<file path="config.mk">
export PLATFORM = sky130hd
export DESIGN_NAME = supervisor_status_and_irq_pins
export DESIGN_NICKNAME = d
export VERILOG_FILES = /design/src/sbc_pkg.sv /design/src/supervisor_status_and_irq_pins.sv
export VERILOG_INCLUDE_DIRS = /design/src
export SDC_FILE = /design/constraint.sdc
export NUM_CORES = 1
export LEC_CHECK = 0
export BUFFER_PORTS_ARGS = -buffer_cell sky130_fd_sc_hd__clkbuf_2
export CORE_ASPECT_RATIO = 1.4
export CORE_MARGIN = 8
export CORE_UTILIZATION = 53
export DETAILED_ROUTE_END_ITERATION = 10
export PLACE_DENSITY = 0.77
export SYNTH_ARGS = -nofsm -noshare
export SYNTH_HDL_FRONTEND = slang
export SYNTH_SLANG_ARGS = --single-unit
</file>
<file path="constraint.sdc">
create_clock -name clk_i -period 3.25 [get_ports clk_i]
set_clock_uncertainty 0.2 [all_clocks]
set_input_delay 0.325 -clock clk_i [delete_from_list [all_inputs] [get_ports clk_i]]
set_output_delay 0.325 -clock clk_i [all_outputs]
set_load 0.1 [all_outputs]
</file>
<file path="src/sbc_consts.svh">
`ifndef SBC_CONSTS_SVH
`define SBC_CONSTS_SVH
// Summary of operation
// - Reset output low while in reset, one clock behind the mode
// - Enabled pending source holds interrupt low
// - Stop mode wake pulses interrupt about 10us
// - Serial port works only with select low
// - Watchdog fault output low on service failure
// - Window or timeout watchdog, software selected
// - Watchdog failure drives fault and reset low
// - Battery below 3.0V latches supply loss
// - Below 6.0V warns, Normal/Standby only
// - Main over-temperature flags both registers
// - Aux supply below 4.0V sets flag
// - Switch over-temperature sets the shared switch/aux flag
// - Switch follows its on control bit
// - Cyclic switch in Sleep/Stop, static otherwise
// - Receive output reports bus state
// - Bus interface mode set by software
// - Wake inputs readable and wake the chip
// - Software selects among four modes
// - Transmit low means dominant, dominant reads low
// - Reset held for 15 ms
// - Supply low (not in Sleep) or watchdog error enters reset
// - Sample on falling, shift out after rising

// ----------------------------------------
// Register offsets and serial indexes
// ----------------------------------------
`define ADR_MODE 8'h00
`define ADR_IRQ 8'h04
`define ADR_IO 8'h08
`define ADR_WDC 8'h0C
`define ADR_WDS 8'h10
`define IDX_MODE 3'h0
`define IDX_IRQ 3'h1
`define IDX_IO 3'h2
`define IDX_WDC 3'h3
`define IDX_WDS 3'h4
`define IDX_NONE 3'h7

// ----------------------------------------
// Field positions
// ----------------------------------------
`define MCR_LOSS 2
`define MCR_OT 3
`define IRQ_BAT 0
`define IRQ_OT 1
`define IRQ_HSAUX 2
`define IRQ_WAKE 3
`define SPI_WR 7
`define SPI_FRAME 5'h10
`define SPI_CMD 5'h08
`define SYNC_RST 15'h2800

// ----------------------------------------
// Timing
// ----------------------------------------
`define CLK_KHZ 25000
`define CLK_PERIOD_NS 40
`define RESET_HOLD_MS 15
`define RESET_HOLD_CYC (`RESET_HOLD_MS * `CLK_KHZ)
`define WAKE_PULSE_NS 10000
`define WAKE_PULSE_CYC (`WAKE_PULSE_NS / `CLK_PERIOD_NS)
`define WD_BASE_MS 8
`define WD_BASE_CYC (`WD_BASE_MS * `CLK_KHZ)
`define HS_PERIOD_MS 100
`define HS_PERIOD_CYC (`HS_PERIOD_MS * `CLK_KHZ)
`define HS_ON_MS 1
`define HS_ON_CYC (`HS_ON_MS * `CLK_KHZ)
`endif

</file>
<file path="src/sbc_pkg.sv">
package sbc_pkg;
	typedef enum logic [2:0] {
		ST_RESET = 3'h0,
		ST_NORMAL = 3'h1,
		ST_STANDBY = 3'h2,
		ST_STOP = 3'h3,
		ST_SLEEP = 3'h4
	} op_mode_e;
	typedef enum logic [1:0] {
		REQ_NORMAL = 2'h0,
		REQ_STANDBY = 2'h1,
		REQ_STOP = 2'h2,
		REQ_SLEEP = 2'h3
	} req_mode_e;
	typedef logic [7:0] byte_t;
endpackage

</file>
<file path="src/supervisor_status_and_irq_pins.sv">
`timescale 1ns/100ps
`include "sbc_consts.svh"
module supervisor_status_and_irq_pins #(
	parameter int unsigned RESET_HOLD_CYC = `RESET_HOLD_CYC,
	parameter int unsigned WD_BASE_CYC = `WD_BASE_CYC,
	parameter int unsigned HS_PERIOD_CYC = `HS_PERIOD_CYC,
	parameter int unsigned HS_ON_CYC = `HS_ON_CYC
)(
	// Clock and reset
	input wire logic clk_i,
	input wire logic rst_i,
	// Wishbone slave
	input wire logic wb_cyc_i,
	input wire logic wb_stb_i,
	input wire logic wb_we_i,
	input wire logic [7:0] wb_adr_i,
	input wire logic [3:0] wb_sel_i,
	input wire logic [31:0] wb_dat_i,
	output logic [31:0] wb_dat_o,
	output logic wb_ack_o,
	// Serial port
	input wire logic spi_sclk_i,
	input wire logic spi_cs_n_i,
	input wire logic spi_mosi_i,
	output logic spi_miso_o,
	// Bus transceiver
	input wire logic txd_i,
	input wire logic can_bus_dom_i,
	output logic rxd_o,
	output logic can_drive_dom_o,
	output sbc_pkg::req_mode_e can_mode_o,
	// Supply, temperature and wake sense
	input wire logic bat_below_3v_i,
	input wire logic bat_below_6v_i,
	input wire logic vdd_low_i,
	input wire logic main_overtemp_i,
	input wire logic aux_supply_sense_low_i,
	input wire logic hiside_overtemp_i,
	input wire logic [3:0] wake_inputs_i,
	// Supervisory pins
	output logic sys_reset_out_low_o,
	output logic irq_n_o,
	output logic watchdog_fault_low_o,
	output logic hiside_switch_out_o,
	output logic aux_pass_drive_o
);
	import sbc_pkg::*;

	// ----------------------------------------
	// State
	// ----------------------------------------
	logic [14:0] s1_reg, s1_next, s2_reg, s2_next, sp_reg, sp_next;
	op_mode_e mode_reg, mode_next;
	req_mode_e req_reg, req_next, can_mode_reg, can_mode_next;
	logic [18:0] rst_cnt_reg, rst_cnt_next;
	logic [23:0] wd_cnt_reg, wd_cnt_next;
	logic wd_win_reg, wd_win_next, hs_cyc_reg, hs_cyc_next;
	logic [1:0] wd_sel_reg, wd_sel_next;
	logic hs_on_reg, hs_on_next, loss_reg, loss_next, ot_reg, ot_next;
	logic [3:0] irq_en_reg, irq_en_next, pend_reg, pend_next;
	logic wdf_reg, wdf_next;
	logic [7:0] pulse_reg, pulse_next;
	logic [21:0] hs_tmr_reg, hs_tmr_next;
	logic ack_reg, ack_next;
	logic [31:0] dat_reg, dat_next;
	logic [4:0] bits_reg, bits_next;
	logic [7:0] sin_reg, sin_next, sout_reg, sout_next;
	logic miso_reg, miso_next, sys_reset_out_low_reg, sys_reset_out_low_next, irqn_reg, irqn_next;
	logic wdfn_reg, wdfn_next, hs_reg, hs_next, aux_reg, aux_next;
	logic rxd_reg, rxd_next, dom_reg, dom_next;

	// Synchronised views
	logic sclk_s, cs_n_s, mosi_s, txd_s, dom_s, bat3_s, bat6_s;
	logic vdd_s, mot_s, aux_s, hiside_overtemp_flag_s;
	logic [3:0] wake_s;
	assign {sclk_s, cs_n_s, mosi_s, txd_s, dom_s, bat3_s, bat6_s,
		vdd_s, mot_s, aux_s, hiside_overtemp_flag_s, wake_s} = s2_reg;

	// Combinational helpers
	logic wb_hit, wr_go, sclk_fall, sclk_rise, run_mode, wake_ev;
	logic wd_expire, wd_early;
	logic [2:0] wb_idx, wr_idx;
	logic [7:0] wr_dat;
	logic [7:0] sin_full;
	logic [23:0] wd_limit;

	// Command byte bookkeeping for serial writes
	logic [2:0] spi_cmd_idx;
	logic [7:0] spi_cmd_reg, spi_cmd_next;

	// ----------------------------------------
	// Decode and readback
	// ----------------------------------------
	function automatic logic [2:0] adr_to_idx(input logic [7:0] adr);
		if (adr == `ADR_MODE) begin
			return `IDX_MODE;
		end else if (adr == `ADR_IRQ) begin
			return `IDX_IRQ;
		end else if (adr == `ADR_IO) begin
			return `IDX_IO;
		end else if (adr == `ADR_WDC) begin
			return `IDX_WDC;
		end else if (adr == `ADR_WDS) begin
			return `IDX_WDS;
		end else begin
			return `IDX_NONE;
		end
	endfunction

	function automatic byte_t rd_fn(input logic [2:0] idx);
		byte_t v;
		v = 8'h00;
		case (idx)
			`IDX_MODE: v = {1'b0, mode_reg, ot_reg, loss_reg, req_reg};
			`IDX_IRQ: v = {pend_reg, irq_en_reg};
			// Live levels; warning only counts in running modes
			`IDX_IO: v = {wake_s, bat6_s & run_mode, aux_s, hiside_overtemp_flag_s, hs_on_reg};
			`IDX_WDC: v = {2'h0, can_mode_reg, hs_cyc_reg, wd_sel_reg, wd_win_reg};
			default: v = 8'h00;
		endcase
		return v;
	endfunction

	// ----------------------------------------
	// Next-state logic
	// ----------------------------------------
	always_comb begin
		s1_next = {spi_sclk_i, spi_cs_n_i, spi_mosi_i, txd_i, can_bus_dom_i,
			bat_below_3v_i, bat_below_6v_i, vdd_low_i, main_overtemp_i,
			aux_supply_sense_low_i, hiside_overtemp_i, wake_inputs_i};
		s2_next = s1_reg;
		sp_next = s2_reg;
		mode_next = mode_reg;
		req_next = req_reg;
		can_mode_next = can_mode_reg;
		rst_cnt_next = rst_cnt_reg;
		wd_cnt_next = wd_cnt_reg;
		wd_win_next = wd_win_reg;
		wd_sel_next = wd_sel_reg;
		hs_cyc_next = hs_cyc_reg;
		hs_on_next = hs_on_reg;
		loss_next = loss_reg;
		ot_next = ot_reg;
		irq_en_next = irq_en_reg;
		pend_next = pend_reg;
		wdf_next = wdf_reg;
		pulse_next = (pulse_reg != 8'h00) ? pulse_reg - 8'h01 : 8'h00;
		hs_tmr_next = hs_tmr_reg;
		bits_next = bits_reg;
		sin_next = sin_reg;
		sout_next = sout_reg;
		miso_next = miso_reg;
		run_mode = (mode_reg == ST_NORMAL) || (mode_reg == ST_STANDBY);

		// Wishbone: one wait state, unmapped reads zero
		wb_hit = wb_cyc_i & wb_stb_i & ~ack_reg;
		wb_idx = adr_to_idx(wb_adr_i);
		ack_next = wb_hit;
		dat_next = wb_hit ? {24'h000000, rd_fn(wb_idx)} : dat_reg;

		// Serial port on sampled clock edges
		sclk_fall = sp_reg[14] & ~sclk_s;
		sclk_rise = ~sp_reg[14] & sclk_s;
		sin_full = {sin_reg[6:0], mosi_s};
		wr_go = 1'b0;
		wr_idx = `IDX_NONE;
		wr_dat = 8'h00;
		if (cs_n_s) begin
			bits_next = 5'h00;
			miso_next = 1'b0;
		end else begin
			if (sclk_fall && bits_reg != `SPI_FRAME) begin
				sin_next = sin_full;
				bits_next = bits_reg + 5'h01;
				if (bits_reg == `SPI_CMD - 5'h01) begin
					sout_next = rd_fn(sin_full[6:4]);
				end
			end
			if (sclk_rise && bits_reg >= `SPI_CMD && bits_reg != `SPI_FRAME) begin
				miso_next = sout_reg[7];
				sout_next = {sout_reg[6:0], 1'b0};
			end
		end

		// Wishbone write wins a collision; serial write is dropped
		if (wb_hit && wb_we_i && wb_sel_i[0] && wb_idx != `IDX_NONE) begin
			wr_go = 1'b1;
			wr_idx = wb_idx;
			wr_dat = wb_dat_i[7:0];
		end else if (cs_n_s == 1'b0 && sclk_fall && bits_reg == `SPI_FRAME - 5'h01
				&& spi_cmd_reg[`SPI_WR]) begin
			// Write lands on the last data bit
			wr_go = 1'b1;
			wr_idx = spi_cmd_idx;
			wr_dat = sin_full;
		end

		// Watchdog limits
		wd_limit = 24'(WD_BASE_CYC << wd_sel_reg);
		wd_early = wd_win_reg && (wd_cnt_reg < (wd_limit >> 1));
		wd_expire = 1'b0;

		// Register writes; flags clear by writing one
		if (wr_go) begin
			case (wr_idx)
				`IDX_MODE: begin
					req_next = req_mode_e'(wr_dat[1:0]);
					if (run_mode) begin
						case (req_mode_e'(wr_dat[1:0]))
							REQ_NORMAL: mode_next = ST_NORMAL;
							REQ_STANDBY: mode_next = ST_STANDBY;
							REQ_STOP: mode_next = ST_STOP;
							default: mode_next = ST_SLEEP;
						endcase
					end
					loss_next = loss_reg & ~wr_dat[`MCR_LOSS];
					ot_next = ot_reg & ~wr_dat[`MCR_OT];
				end
				`IDX_IRQ: begin
					irq_en_next = wr_dat[3:0];
					pend_next = pend_reg & ~wr_dat[7:4];
				end
				`IDX_IO: hs_on_next = wr_dat[0];
				`IDX_WDC: begin
					wd_win_next = wr_dat[0];
					wd_sel_next = wr_dat[2:1];
					hs_cyc_next = wr_dat[3];
					can_mode_next = req_mode_e'(wr_dat[5:4]);
				end
				`IDX_WDS: begin
					if (run_mode && wd_early) begin
						wd_expire = 1'b1;
					end
					wd_cnt_next = 24'h000000;
				end
				default: begin
				end
			endcase
		end

		// Sticky flags; a new event beats a same-cycle clear
		if (bat3_s) begin
			loss_next = 1'b1;
		end
		if (mot_s & ~sp_reg[6]) begin
			ot_next = 1'b1;
			pend_next[`IRQ_OT] = 1'b1;
		end
		if (run_mode && bat6_s && !sp_reg[8]) begin
			pend_next[`IRQ_BAT] = 1'b1;
		end
		if ((hiside_overtemp_flag_s & ~sp_reg[4]) | (aux_s & ~sp_reg[5])) begin
			pend_next[`IRQ_HSAUX] = 1'b1;
		end

		// Watchdog runs in Normal and Standby
		if (run_mode) begin
			if (!(wr_go && wr_idx == `IDX_WDS)) begin
				wd_cnt_next = wd_cnt_reg + 24'h000001;
			end
			if (wd_cnt_reg >= wd_limit - 24'h000001) begin
				wd_expire = 1'b1;
			end
		end else begin
			wd_cnt_next = 24'h000000;
		end

		// Wake from level change or bus activity
		wake_ev = (wake_s != sp_reg[3:0]) || dom_s;
		hs_tmr_next = (hs_tmr_reg >= 22'(HS_PERIOD_CYC - 1)) ? 22'h000000
			: hs_tmr_reg + 22'h000001;

		// Mode sequencing, reset causes last so they dominate
		case (mode_reg)
			ST_STOP: begin
				if (wake_ev) begin
					mode_next = ST_NORMAL;
					pulse_next = 8'(`WAKE_PULSE_CYC);
					pend_next[`IRQ_WAKE] = 1'b1;
				end
			end
			ST_SLEEP: begin
				if (wake_ev) begin
					mode_next = ST_RESET;
					rst_cnt_next = 19'h00000;
				end
			end
			ST_RESET: begin
				rst_cnt_next = rst_cnt_reg + 19'h00001;
				if (rst_cnt_reg >= 19'(RESET_HOLD_CYC - 1)) begin
					mode_next = ST_NORMAL;
					wdf_next = 1'b0;
					rst_cnt_next = 19'h00000;
				end
			end
			default: begin
			end
		endcase
		if (mode_reg != ST_RESET && mode_reg != ST_SLEEP && (vdd_s || wd_expire)) begin
			mode_next = ST_RESET;
			rst_cnt_next = 19'h00000;
			wdf_next = wd_expire;
			wd_cnt_next = 24'h000000;
		end else if (mode_reg == ST_RESET && vdd_s) begin
			rst_cnt_next = 19'h00000;
		end

		// Pin outputs from current state
		sys_reset_out_low_next = (mode_reg != ST_RESET);
		irqn_next = !(|(pend_reg & irq_en_reg)) && (pulse_reg == 8'h00);
		wdfn_next = ~wdf_reg;
		aux_next = (mode_reg == ST_NORMAL);
		if (hiside_overtemp_flag_s || mode_reg == ST_RESET) begin
			hs_next = 1'b0;
		end else if (run_mode) begin
			hs_next = hs_on_reg;
		end else begin
			hs_next = hs_cyc_reg && hs_tmr_reg < 22'(HS_ON_CYC);
		end
		dom_next = (mode_reg == ST_NORMAL) && (can_mode_reg != REQ_NORMAL) && !txd_s;
		rxd_next = ~dom_s;
	end

	assign spi_cmd_idx = spi_cmd_reg[6:4];
	always_comb begin
		spi_cmd_next = spi_cmd_reg;
		if (!cs_n_s && sclk_fall && bits_reg == `SPI_CMD - 5'h01) begin
			spi_cmd_next = sin_full;
		end
	end

	// ----------------------------------------
	// Registers
	// ----------------------------------------
	always_ff @(posedge clk_i) begin
		if (rst_i) begin
			s1_reg <= `SYNC_RST;
			s2_reg <= `SYNC_RST;
			sp_reg <= `SYNC_RST;
			mode_reg <= ST_RESET;
			req_reg <= REQ_NORMAL;
			can_mode_reg <= REQ_NORMAL;
			rst_cnt_reg <= 19'h00000;
			wd_cnt_reg <= 24'h000000;
			wd_win_reg <= 1'b0;
			wd_sel_reg <= 2'h0;
			hs_cyc_reg <= 1'b0;
			hs_on_reg <= 1'b0;
			loss_reg <= 1'b0;
			ot_reg <= 1'b0;
			irq_en_reg <= 4'h0;
			pend_reg <= 4'h0;
			wdf_reg <= 1'b0;
			pulse_reg <= 8'h00;
			hs_tmr_reg <= 22'h000000;
			ack_reg <= 1'b0;
			dat_reg <= 32'h00000000;
			bits_reg <= 5'h00;
			sin_reg <= 8'h00;
			sout_reg <= 8'h00;
			spi_cmd_reg <= 8'h00;
			miso_reg <= 1'b0;
			sys_reset_out_low_reg <= 1'b0;
			irqn_reg <= 1'b1;
			wdfn_reg <= 1'b1;
			hs_reg <= 1'b0;
			aux_reg <= 1'b0;
			rxd_reg <= 1'b1;
			dom_reg <= 1'b0;
		end else begin
			s1_reg <= s1_next;
			s2_reg <= s2_next;
			sp_reg <= sp_next;
			mode_reg <= mode_next;
			req_reg <= req_next;
			can_mode_reg <= can_mode_next;
			rst_cnt_reg <= rst_cnt_next;
			wd_cnt_reg <= wd_cnt_next;
			wd_win_reg <= wd_win_next;
			wd_sel_reg <= wd_sel_next;
			hs_cyc_reg <= hs_cyc_next;
			hs_on_reg <= hs_on_next;
			loss_reg <= loss_next;
			ot_reg <= ot_next;
			irq_en_reg <= irq_en_next;
			pend_reg <= pend_next;
			wdf_reg <= wdf_next;
			pulse_reg <= pulse_next;
			hs_tmr_reg <= hs_tmr_next;
			ack_reg <= ack_next;
			dat_reg <= dat_next;
			bits_reg <= bits_next;
			sin_reg <= sin_next;
			sout_reg <= sout_next;
			spi_cmd_reg <= spi_cmd_next;
			miso_reg <= miso_next;
			sys_reset_out_low_reg <= sys_reset_out_low_next;
			irqn_reg <= irqn_next;
			wdfn_reg <= wdfn_next;
			hs_reg <= hs_next;
			aux_reg <= aux_next;
			rxd_reg <= rxd_next;
			dom_reg <= dom_next;
		end
	end

	assign wb_ack_o = ack_reg;
	assign wb_dat_o = dat_reg;
	assign spi_miso_o = miso_reg;
	assign rxd_o = rxd_reg;
	assign can_drive_dom_o = dom_reg;
	assign can_mode_o = can_mode_reg;
	assign sys_reset_out_low_o = sys_reset_out_low_reg;
	assign irq_n_o = irqn_reg;
	assign watchdog_fault_low_o = wdfn_reg;
	assign hiside_switch_out_o = hs_reg;
	assign aux_pass_drive_o = aux_reg;
endmodule

</file>
Word level (Yosys, flattened, before mapping)
Index checks and enable logic that the tools add are counted.

Output and inout bits: 43. Bits in registers: 186. Input bits: 64. Logic and storage cells: 235.

Shift-type cells: 1. Order comparisons: 6. Bitwise gates (word level): 26. Equal/unequal tests: 29. Reductions and logical operators: 76. Add/sub/neg operators: 6. Mux-type cells: 55.

Operator list (count): 24-bit two-way mux (3); 8-bit two-way mux (8); 8-bit case mux with 4 select lines (2); 19-bit two-way mux (2); 19-bit case mux with 2 select lines (1); 3-bit two-way mux (12); 2-bit nonzero test (15); 2-bit AND reduction (13); 24-bit by 1-bit adder with 24-bit output (second input constant) (1); 3-bit by 2-bit == test with 1-bit output (second input constant) (8); 24-bit greater-or-equal comparator (1); 24-bit by 23-bit < comparator with 1-bit output (1); 18-bit by 2-bit left shift with 24-bit output (first input constant) (1); 24-bit by 1-bit subtractor with 24-bit output (second input constant) (1); 1-bit logical AND (23); 22-bit by 1-bit adder with 22-bit output (second input constant) (1); 22-bit greater-or-equal comparator (second input constant) (1); 22-bit by 15-bit < comparator with 1-bit output (second input constant) (1); 1-bit two-way mux (22); 19-bit by 1-bit adder with 19-bit output (second input constant) (1); 19-bit greater-or-equal comparator (second input constant) (1); 3-bit case mux with 3 select lines (2); 8-bit by 4-bit == test with 1-bit output (second input constant) (2); 8-bit zero test (2); 32 further kinds (74).

Logic depth before layout (Yosys ltp)
Gate-level depths: netlist (run 1).

Word-level depth: 18. Mapped depth: 15. Gate-level depth less buffers: 13.

Worst setup path before layout (run 1)
Ideal clock, no wire load.

Path type: register -> register. Start point: register wd_sel_reg[1]. End point: register rst_cnt_reg[14]. Cell stages (with the launch flop): 16. Setup time: 88 ps. Setup slack: -32 ps. Arrival time: 2994 ps. Path buffers: 2. Clock period less this slack: 3282 ps. Data required time: 2962 ps. Path through: dfxtp_1 inv_1 ha_1 nor2_1 nand3_1 nor3_1 xnor2_1 ha_1 nand4_1 nor2_1 nor4_1 a31oi_1 a221o_1 buf_6 buf_6 a311oi_2.

Longest elaborated chain between the ends: 12. Elaborated cells on any way between the ends: 14. Classes of those cells: add/sub: 1; order compare: 2; shift: 1; mux: 5; reduce/logical: 5.

Ends and longest elaborated chain: start: declaration (RTL line supervisor_status_and_irq_pins.sv:58) `logic [1:0] wd_sel_reg, wd_sel_next;`; start signal: assignment (RTL line supervisor_status_and_irq_pins.sv:380) `wd_sel_reg <= wd_sel_next;`; 18-bit by 2-bit left shift with 24-bit output * (RTL line supervisor_status_and_irq_pins.sv:199) `wd_limit = 24'(WD_BASE_CYC << wd_sel_reg);`; branches (longest 7 deep; another with 24-bit by 1-bit subtractor with 24-bit output); 1-bit two-way mux * (RTL line supervisor_status_and_irq_pins.sv:257) `if (run_mode) begin`; 1-bit logical OR * (RTL line supervisor_status_and_irq_pins.sv:299) `if (mode_reg != ST_RESET && mode_reg != ST_SLEEP && (vdd_s || wd_expire)) begin`; 1-bit logical AND * (RTL line supervisor_status_and_irq_pins.sv:299); 3-bit OR reduction (no source line) *; end signal: assignment (RTL line supervisor_status_and_irq_pins.sv:377) `rst_cnt_reg <= rst_cnt_next;`; end: declaration (RTL line supervisor_status_and_irq_pins.sv:55) `logic [18:0] rst_cnt_reg, rst_cnt_next;`.

Every way passes the cells marked *. A chain may end at the register's enable or synchronous reset.

Worst setup path in the final report (run 1)
Start point: register wd_sel_reg[1]. End point: register rst_cnt_reg[7].

The elaborated chain is that of the path after synthesis.

==> flow_metrics.env, run 1 <==
export IMPL_path_cells="inv_1 > ha_1 > nor2_2 > nand3_1 > nor3_2 > xnor2_1 > ha_1 > nand4_1 > nor2_1 > nor4_1 > a31oi_1 > a221o_1 > buf_12 > a311oi_1"
export IMPL_cts_buffer_depth=2
export IMPL_firstDrtPassIters=6
export IMPL_synth_top_area_cell="dfxtp_1"
export IMPL_synth_seq_cells=176
export IMPL_synthFlopType="dfxtp_1"
export IMPL_nets=1172
export IMPL_viasPerCell=5.71
export IMPL_crit_fanout=19
export IMPL_clock_sinks=176
export IMPL_nFillCells=1409
export IMPL_syn_area_per_cell_um2=8.89
export IMPL_final_seq_area_um2=3530
export IMPL_maxCapViolCount=0
export IMPL_synth_top_area_share_pct=40.0
export IMPL_coreArea_um2=16500
export IMPL_status="finished clean"
export IMPL_clk_pin_slew_ns=0.08
export IMPL_hold_viol=0
export IMPL_synthAdderAreaFrac_pct=6.82
export IMPL_ios=107
export IMPL_drive_above_1_share_pct=13.9
export IMPL_leakage_uw=0.00388
export IMPL_place_hpwl_um=14100
export IMPL_setup_viol=0
export IMPL_htreeDepth=4
export IMPL_muxShareOfSynthArea_pct=5.91
export IMPL_drt_iter0_markers=511
export IMPL_die_w_um=125
export IMPL_cts_root_buffer="clkbuf_16"
export IMPL_track_usage_pct=18.9
export IMPL_fmax_mhz=315
export IMPL_synth_edf_count=0
export IMPL_fin_area_um2=10000
export IMPL_max_vdd_ir_drop_mv=0.353
export IMPL_cpPeakStageDelay_ns=0.37
export IMPL_powerDensity_nw_per_um2=479
export IMPL_drv_slew=0
export IMPL_relSlewSlack_pct=46.8
export IMPL_ys_top_cells_by_area="dfxtp_1 (40%), ha_1 (6.8%), nor2_1 (4.6%)"
export IMPL_synth_top_family_by_area="simple AND/OR/NAND/NOR gates"
export IMPL_initial_core_util_pct=53.3
export IMPL_grt_first_pass_wirelength_um=33100
export IMPL_synthSimpleGateAreaFrac_pct=23.6
export IMPL_critPathLaunchType="flop"
export IMPL_clk_latency_ns=0.44
export IMPL_min_period_ns=3.17
export IMPL_drtAntennaViolNets=0
export IMPL_synth_seq_area_share_pct=40.0
export IMPL_syn_area_um2=8810
export IMPL_synth_cells=991
export IMPL_placed_cell_area_um2=9280
export IMPL_hold_depth=2
export IMPL_synth_compound_area_share_pct=12.4
export IMPL_num_rows=56
export IMPL_die_area_um2=21100
export IMPL_worstSetupEndpointType="flop"
export IMPL_dieHeight_um=169
export IMPL_vias=7287
export IMPL_grt_ovfl_total=0
export IMPL_hold_path_class="input port to flop"
export IMPL_diodes=0
export IMPL_wire_per_inst_um=15.5
export IMPL_cts_setup_buffers=0
export IMPL_multi_input_area_um2=4900
export IMPL_cp_common_cell="ha_1"
export IMPL_grt_pass1_vias=6991
export IMPL_post_route_drc_count=0
export IMPL_synth_xor_area_share_pct=5.47
export IMPL_path_class="flop to flop"
export IMPL_cts_tree="done"
export IMPL_utilization_pct=60.8
export IMPL_r2r_cells=14
export IMPL_cts_made_buffers=17
export IMPL_place_gp_congestion=0.925
export IMPL_grt_max_degree=44
export IMPL_slowest_stage="dfxtp_4"
export IMPL_ys_warn_count=0
export IMPL_arrival_ns=3.32
export IMPL_wl_um=19700
export IMPL_finalSetupTns_ns=0
export IMPL_area_growth_pct=14.1
export IMPL_antenna_found_initial=0
export IMPL_ys_types=70
export IMPL_io_buffers=55
export IMPL_worst_slew_pin_slew_ns=0.797
export IMPL_total_power_uw=4810
export IMPL_finalCritPeriodShare_pct=97.6
export IMPL_largest_register_ffs=24
export IMPL_ys_async_sr_fraction_pct=0
export IMPL_required_ns=3.40
## cells in the final DEF, fill, tap and decap left out, types with 5 or more instances in the layout
| cell type | netlist | final |
|---|---|---|
| ha_1 | 48 | 48 |
| nor4_1 | 11 | 11 |
| o21ai_0 | 23 | 23 |
| nand2_1 | 64 | 64 |
| a22oi_1 | 7 | 7 |
| mux2i_1 | 25 | 25 |
| a41oi_1 | 5 | 5 |
| and3_1 | 9 | 9 |
| a211oi_1 | 11 | 11 |
| a21oi_1 | 49 | 49 |
| inv_1 | 34 | 33 |
| nand3_1 | 53 | 53 |
| nor2_1 | 108 | 107 |
| and4_1 | 5 | 5 |
| a31oi_1 | 12 | 12 |
| or2_2 | 7 | 7 |
| dfxtp_1 | 176 | 175 |
| nand2b_1 | 10 | 10 |
| nor3_1 | 42 | 41 |
| clkbuf_2 | 0 | 54 |
| nor2b_1 | 38 | 38 |
| nor3b_1 | 7 | 7 |
| inv_6 | 0 | 5 |
| nand4b_1 | 6 | 6 |
| nand4_1 | 20 | 20 |
| dlygate4sd3_1 | 0 | 15 |
| clkinv_8 | 0 | 5 |
| xor2_1 | 24 | 24 |
| conb_1 | 2 | 28 |
| o22ai_1 | 5 | 5 |
| a311oi_1 | 10 | 8 |
| buf_4 | 25 | 24 |
| clkbuf_16 | 0 | 17 |
| a21o_1 | 5 | 5 |
| mux4_2 | 12 | 12 |
| xnor2_1 | 31 | 31 |
## critical path, delay by kind of cell (launching register included)
family	cells	cell delay (ns)
xor gates and xnor gates	1	0.14
DFF	1	0.37
AOI/OAI and AO/OA	3	0.73
adders and majority gates	2	0.48
and+or+nand+nor	6	0.88
buffers and inverters	2	0.26
## final timing paths
kind / startpoint / end / slack (ns)
min reg2reg: s2_reg[11] / can_drive_dom_o / 0.19
max: wd_sel_reg[1] / rst_cnt_reg[7] / 0.08
max reg2reg: wd_sel_reg[1] / rst_cnt_reg[7] / 0.08
min: rst_i / sin_reg[4] / 0.07
## repair_timing
action                                 in CTS  in global routing
gates resized for setup                     0                  6
endpoints found under the hold margin      15                  0
setup endpoints to repair                   0                 40
hold buffers                               15                  0
## metal layers
| metal | vias to the layer above | wire, um | GRT usage, % |
|---|---|---|---|
| met2 | 223 | 9660 | 32.4 |
| met5 | - | 0 | 0 |
| met3 | 49 | 1200 | 4.82 |
| li1 | 3636 | - | - |
| met1 | 3379 | 8230 | 21.7 |
| met4 | 0 | 635 | 8.93 |
## cell usage after synthesis, drive strengths merged, types with 3 or more instances
cell type,n
a211oi,12
a21boi,3
a21o,5
a21oi,49
a22oi,7
a311oi,11
a31oi,12
a41oi,5
and2,3
and3,9
and4,5
buf,31
clkbuf,40
dfxtp,176
ha,48
inv,34
mux2i,25
mux4,12
nand2,64
nand2b,10
nand3,53
nand3b,3
nand4,20
nand4b,6
nor2,108
nor2b,38
nor3,43
nor3b,7
nor4,12
o211ai,4
o21a,4
o21ai,26
o22ai,6
o31ai,4
or2,7
or4,5
xnor2,31
xor2,24
## where the power goes
group          switching [uW]  internal [uW]
logic                     340            168
clock network             982           1040
registers                59.0           2230
## cells by family (layout without fill, tap and decap cells)
kind of cell	after synthesis	after routing
buf+inv	105	161
flops	176	176
compound gates	164	164
fa+ha+maj	48	48
simple gates	404	404
other cells	2	28
xor+xnor	55	55
mux	37	37
## through the flow
stage                     cells  worst slack [ns]  hold WS [ns]
after global routing       1276           -0.0427        0.0747
after CTS                  1276            0.0338        0.0481
after detailed placement   1229            0.0618         0.184
after global placement     1229             0.167         0.180
final                      1276            0.0793        0.0664
after floorplan            1017            0.0357         0.158
## layout make-up
cell class | count | share of cell area, %
Multi-Input combinational cell | 736 | 48.8
Tap cell | 203 | 2.53
Inverter | 34 | 1.27
Clock inverter | 14 | 1.66
Clock buffer | 18 | 4.27
Timing Repair Buffer | 95 | 6.37
Sequential cell | 176 | 35.1
Note: power is estimated with default switching activity, not from simulation.
==> run 2, diff against run 1 <==
- CAP_MARGIN: unset -> 20
- CORE_UTILIZATION: 53 -> 23
- PLACE_DENSITY: 0.77 -> unset
==> flow_metrics.env, run 2 (synthesis results as in run 1) <==
export IMPL_status="finished clean"
export IMPL_swShare_pct=28.0
export IMPL_clk_latency_ns=0.44
export IMPL_r2r_setup_slack_ns=0.13
export IMPL_io_buffers=55
export IMPL_cts_tree="done"
export IMPL_arrival_ns=3.27
export IMPL_leakage_uw=0.00394
export IMPL_grt_first_pass_wirelength_um=35700
export IMPL_finalCritPeriodShare_pct=95.9
export IMPL_cts_root_buffer="clkbuf_16"
export IMPL_relSlewSlack_pct=40.2
export IMPL_seqPwrFrac_pct=46.1
export IMPL_die_w_um=181
export IMPL_dieHeight_um=248
export IMPL_wire_per_inst_um=14.3
export IMPL_min_period_ns=3.12
export IMPL_grt_pass1_vias=7015
export IMPL_wl_um=22400
export IMPL_viasPerCell=4.66
export IMPL_max_vdd_ir_drop_mv=0.354
export IMPL_hold_viol=0
export IMPL_clkPwrFrac_pct=43.6
export IMPL_crit_fanout=19
export IMPL_fmax_mhz=321
export IMPL_mostFrequentLayoutCells="dfxtp_1 (175), nor2_1 (107), nand2_1 (64), clkbuf_2 (54), nand3_1 (53)"
export IMPL_nets=1180
export IMPL_cts_buffer_depth=2
export IMPL_powerDensity_nw_per_um2=472
export IMPL_worst_slew_pin_slew_ns=0.897
export IMPL_cts_made_buffers=17
export IMPL_post_route_drc_count=0
export IMPL_nFillCells=4057
export IMPL_die_area_um2=44900
export IMPL_antenna_found_initial=0
export IMPL_p_switching_uw=1390
export IMPL_track_usage_pct=9.75
export IMPL_vias=7271
export IMPL_utilization_pct=27.6
export IMPL_required_ns=3.40
export IMPL_drv_slew=0
export IMPL_hold_path_class="input port to flop"
export IMPL_clock_sinks=176
export IMPL_worstSetupEndpointType="flop"
export IMPL_place_gp_congestion=0.837
export IMPL_largest_register_ffs=24
export IMPL_path_class="flop to flop"
export IMPL_maxCapViolCount=0
export IMPL_area_growth_pct=19.2
export IMPL_stdcell_count=1559
export IMPL_htreeDepth=4
export IMPL_num_rows=85
export IMPL_clk_pin_slew_ns=0.07
export IMPL_diodes=0
export IMPL_drt_iter0_markers=416
export IMPL_setup_viol=0
export IMPL_grt_ovfl_total=0
export IMPL_total_power_uw=4960
export IMPL_initial_core_util_pct=23.1
export IMPL_layout_commonest_cell="dfxtp_1"
export IMPL_firstDrtPassIters=6
export IMPL_dp_cells=1511
export IMPL_place_hpwl_um=16400
export IMPL_coreArea_um2=38100
export IMPL_p_int_uw=3570
export IMPL_grt_max_degree=89
export IMPL_ios=107
export IMPL_drive_above_1_share_pct=15.3
export IMPL_critPathLaunchType="flop"
export IMPL_drtAntennaViolNets=0
export IMPL_pwr_share_comb_pct=10.3
run 2: cell count changes in the layout (fill, tap and decap cells not counted), moves of 4 or more:
cell      before  now
buf_4         24   32
a311oi_2       3    7
clkinv_8       5    1
a311oi_1       8    4
run 2: critical path, cell delays in order (launching register included):
cell,delay [ns]
dfxtp_1,0.35
inv_2,0.07
ha_2,0.20
nor2_2,0.13
nand3_1,0.10
nor3_2,0.20
xnor2_1,0.15
ha_1,0.26
nand4_1,0.14
nor2_1,0.06
nor4_1,0.26
a31oi_1,0.17
a221o_1,0.36
buf_12,0.17
a311oi_1,0.19
run 2: final timing paths:
path,startpoint,endpoint,cells after the start
worst min-delay path,rst_i,sin_reg[1],2
worst max register to register,wd_sel_reg[0],rst_cnt_reg[12],14
worst min register to register,s2_reg[11],can_drive_dom_o,1
worst max-delay path,wd_sel_reg[0],rst_cnt_reg[12],14
run 2: layout make-up:
cell class / instances / area [um^2] / area share (%)
clock buffers: 17 / 425 / 4.05
flip-flops and latches: 176 / 3520 / 33.6
inverters: 34 / 128 / 1.22
multi-input cells: 736 / 4930 / 47.0
well taps: 478 / 598 / 5.70
repair buffers: 103 / 701 / 6.67
clock inverters: 15 / 189 / 1.80
run 2: per-stage QoR:
stage	TNS, ns	instance area [um^2]	hold WS, ns	setup slack [ns]
6_report	0	10500	0.0634	0.132
5_1_grt	-0.138	10500	0.0694	-0.0226
4_1_cts	0	10400	0.0494	0.0164
3_5_place_dp	0	9680	0.192	0.0665
3_3_place_gp	0	9680	0.184	0.0867
2_1_floorplan	0	8910	0.158	0.0357
run 2: power by group through the flow:
stage | Sequential [uW] | Clock, uW | Combinational (uW)
final | 2290 | 2160 | 510
after global routing | 2290 | 2300 | 553
after CTS | 2280 | 2210 | 512
after detailed placement | 2330 | 0 | 497
after global placement | 2330 | 0 | 491
after floorplan | 2360 | 0 | 392
run 2: routing by layer:
layer	track usage [%]	up-vias	wire, um
li1	-	3629	-
met1	11.4	3440	9920
met2	17.3	162	11000
met3	1.93	40	908
met4	3.94	0	513
met5	0	-	0
run 2: timing repair:
item	CTS	global route
resized for setup	0	12
hold buffers	15	0
setup endpoints to repair	0	44
hold endpoints to repair	15	0
buffers inserted	0	1
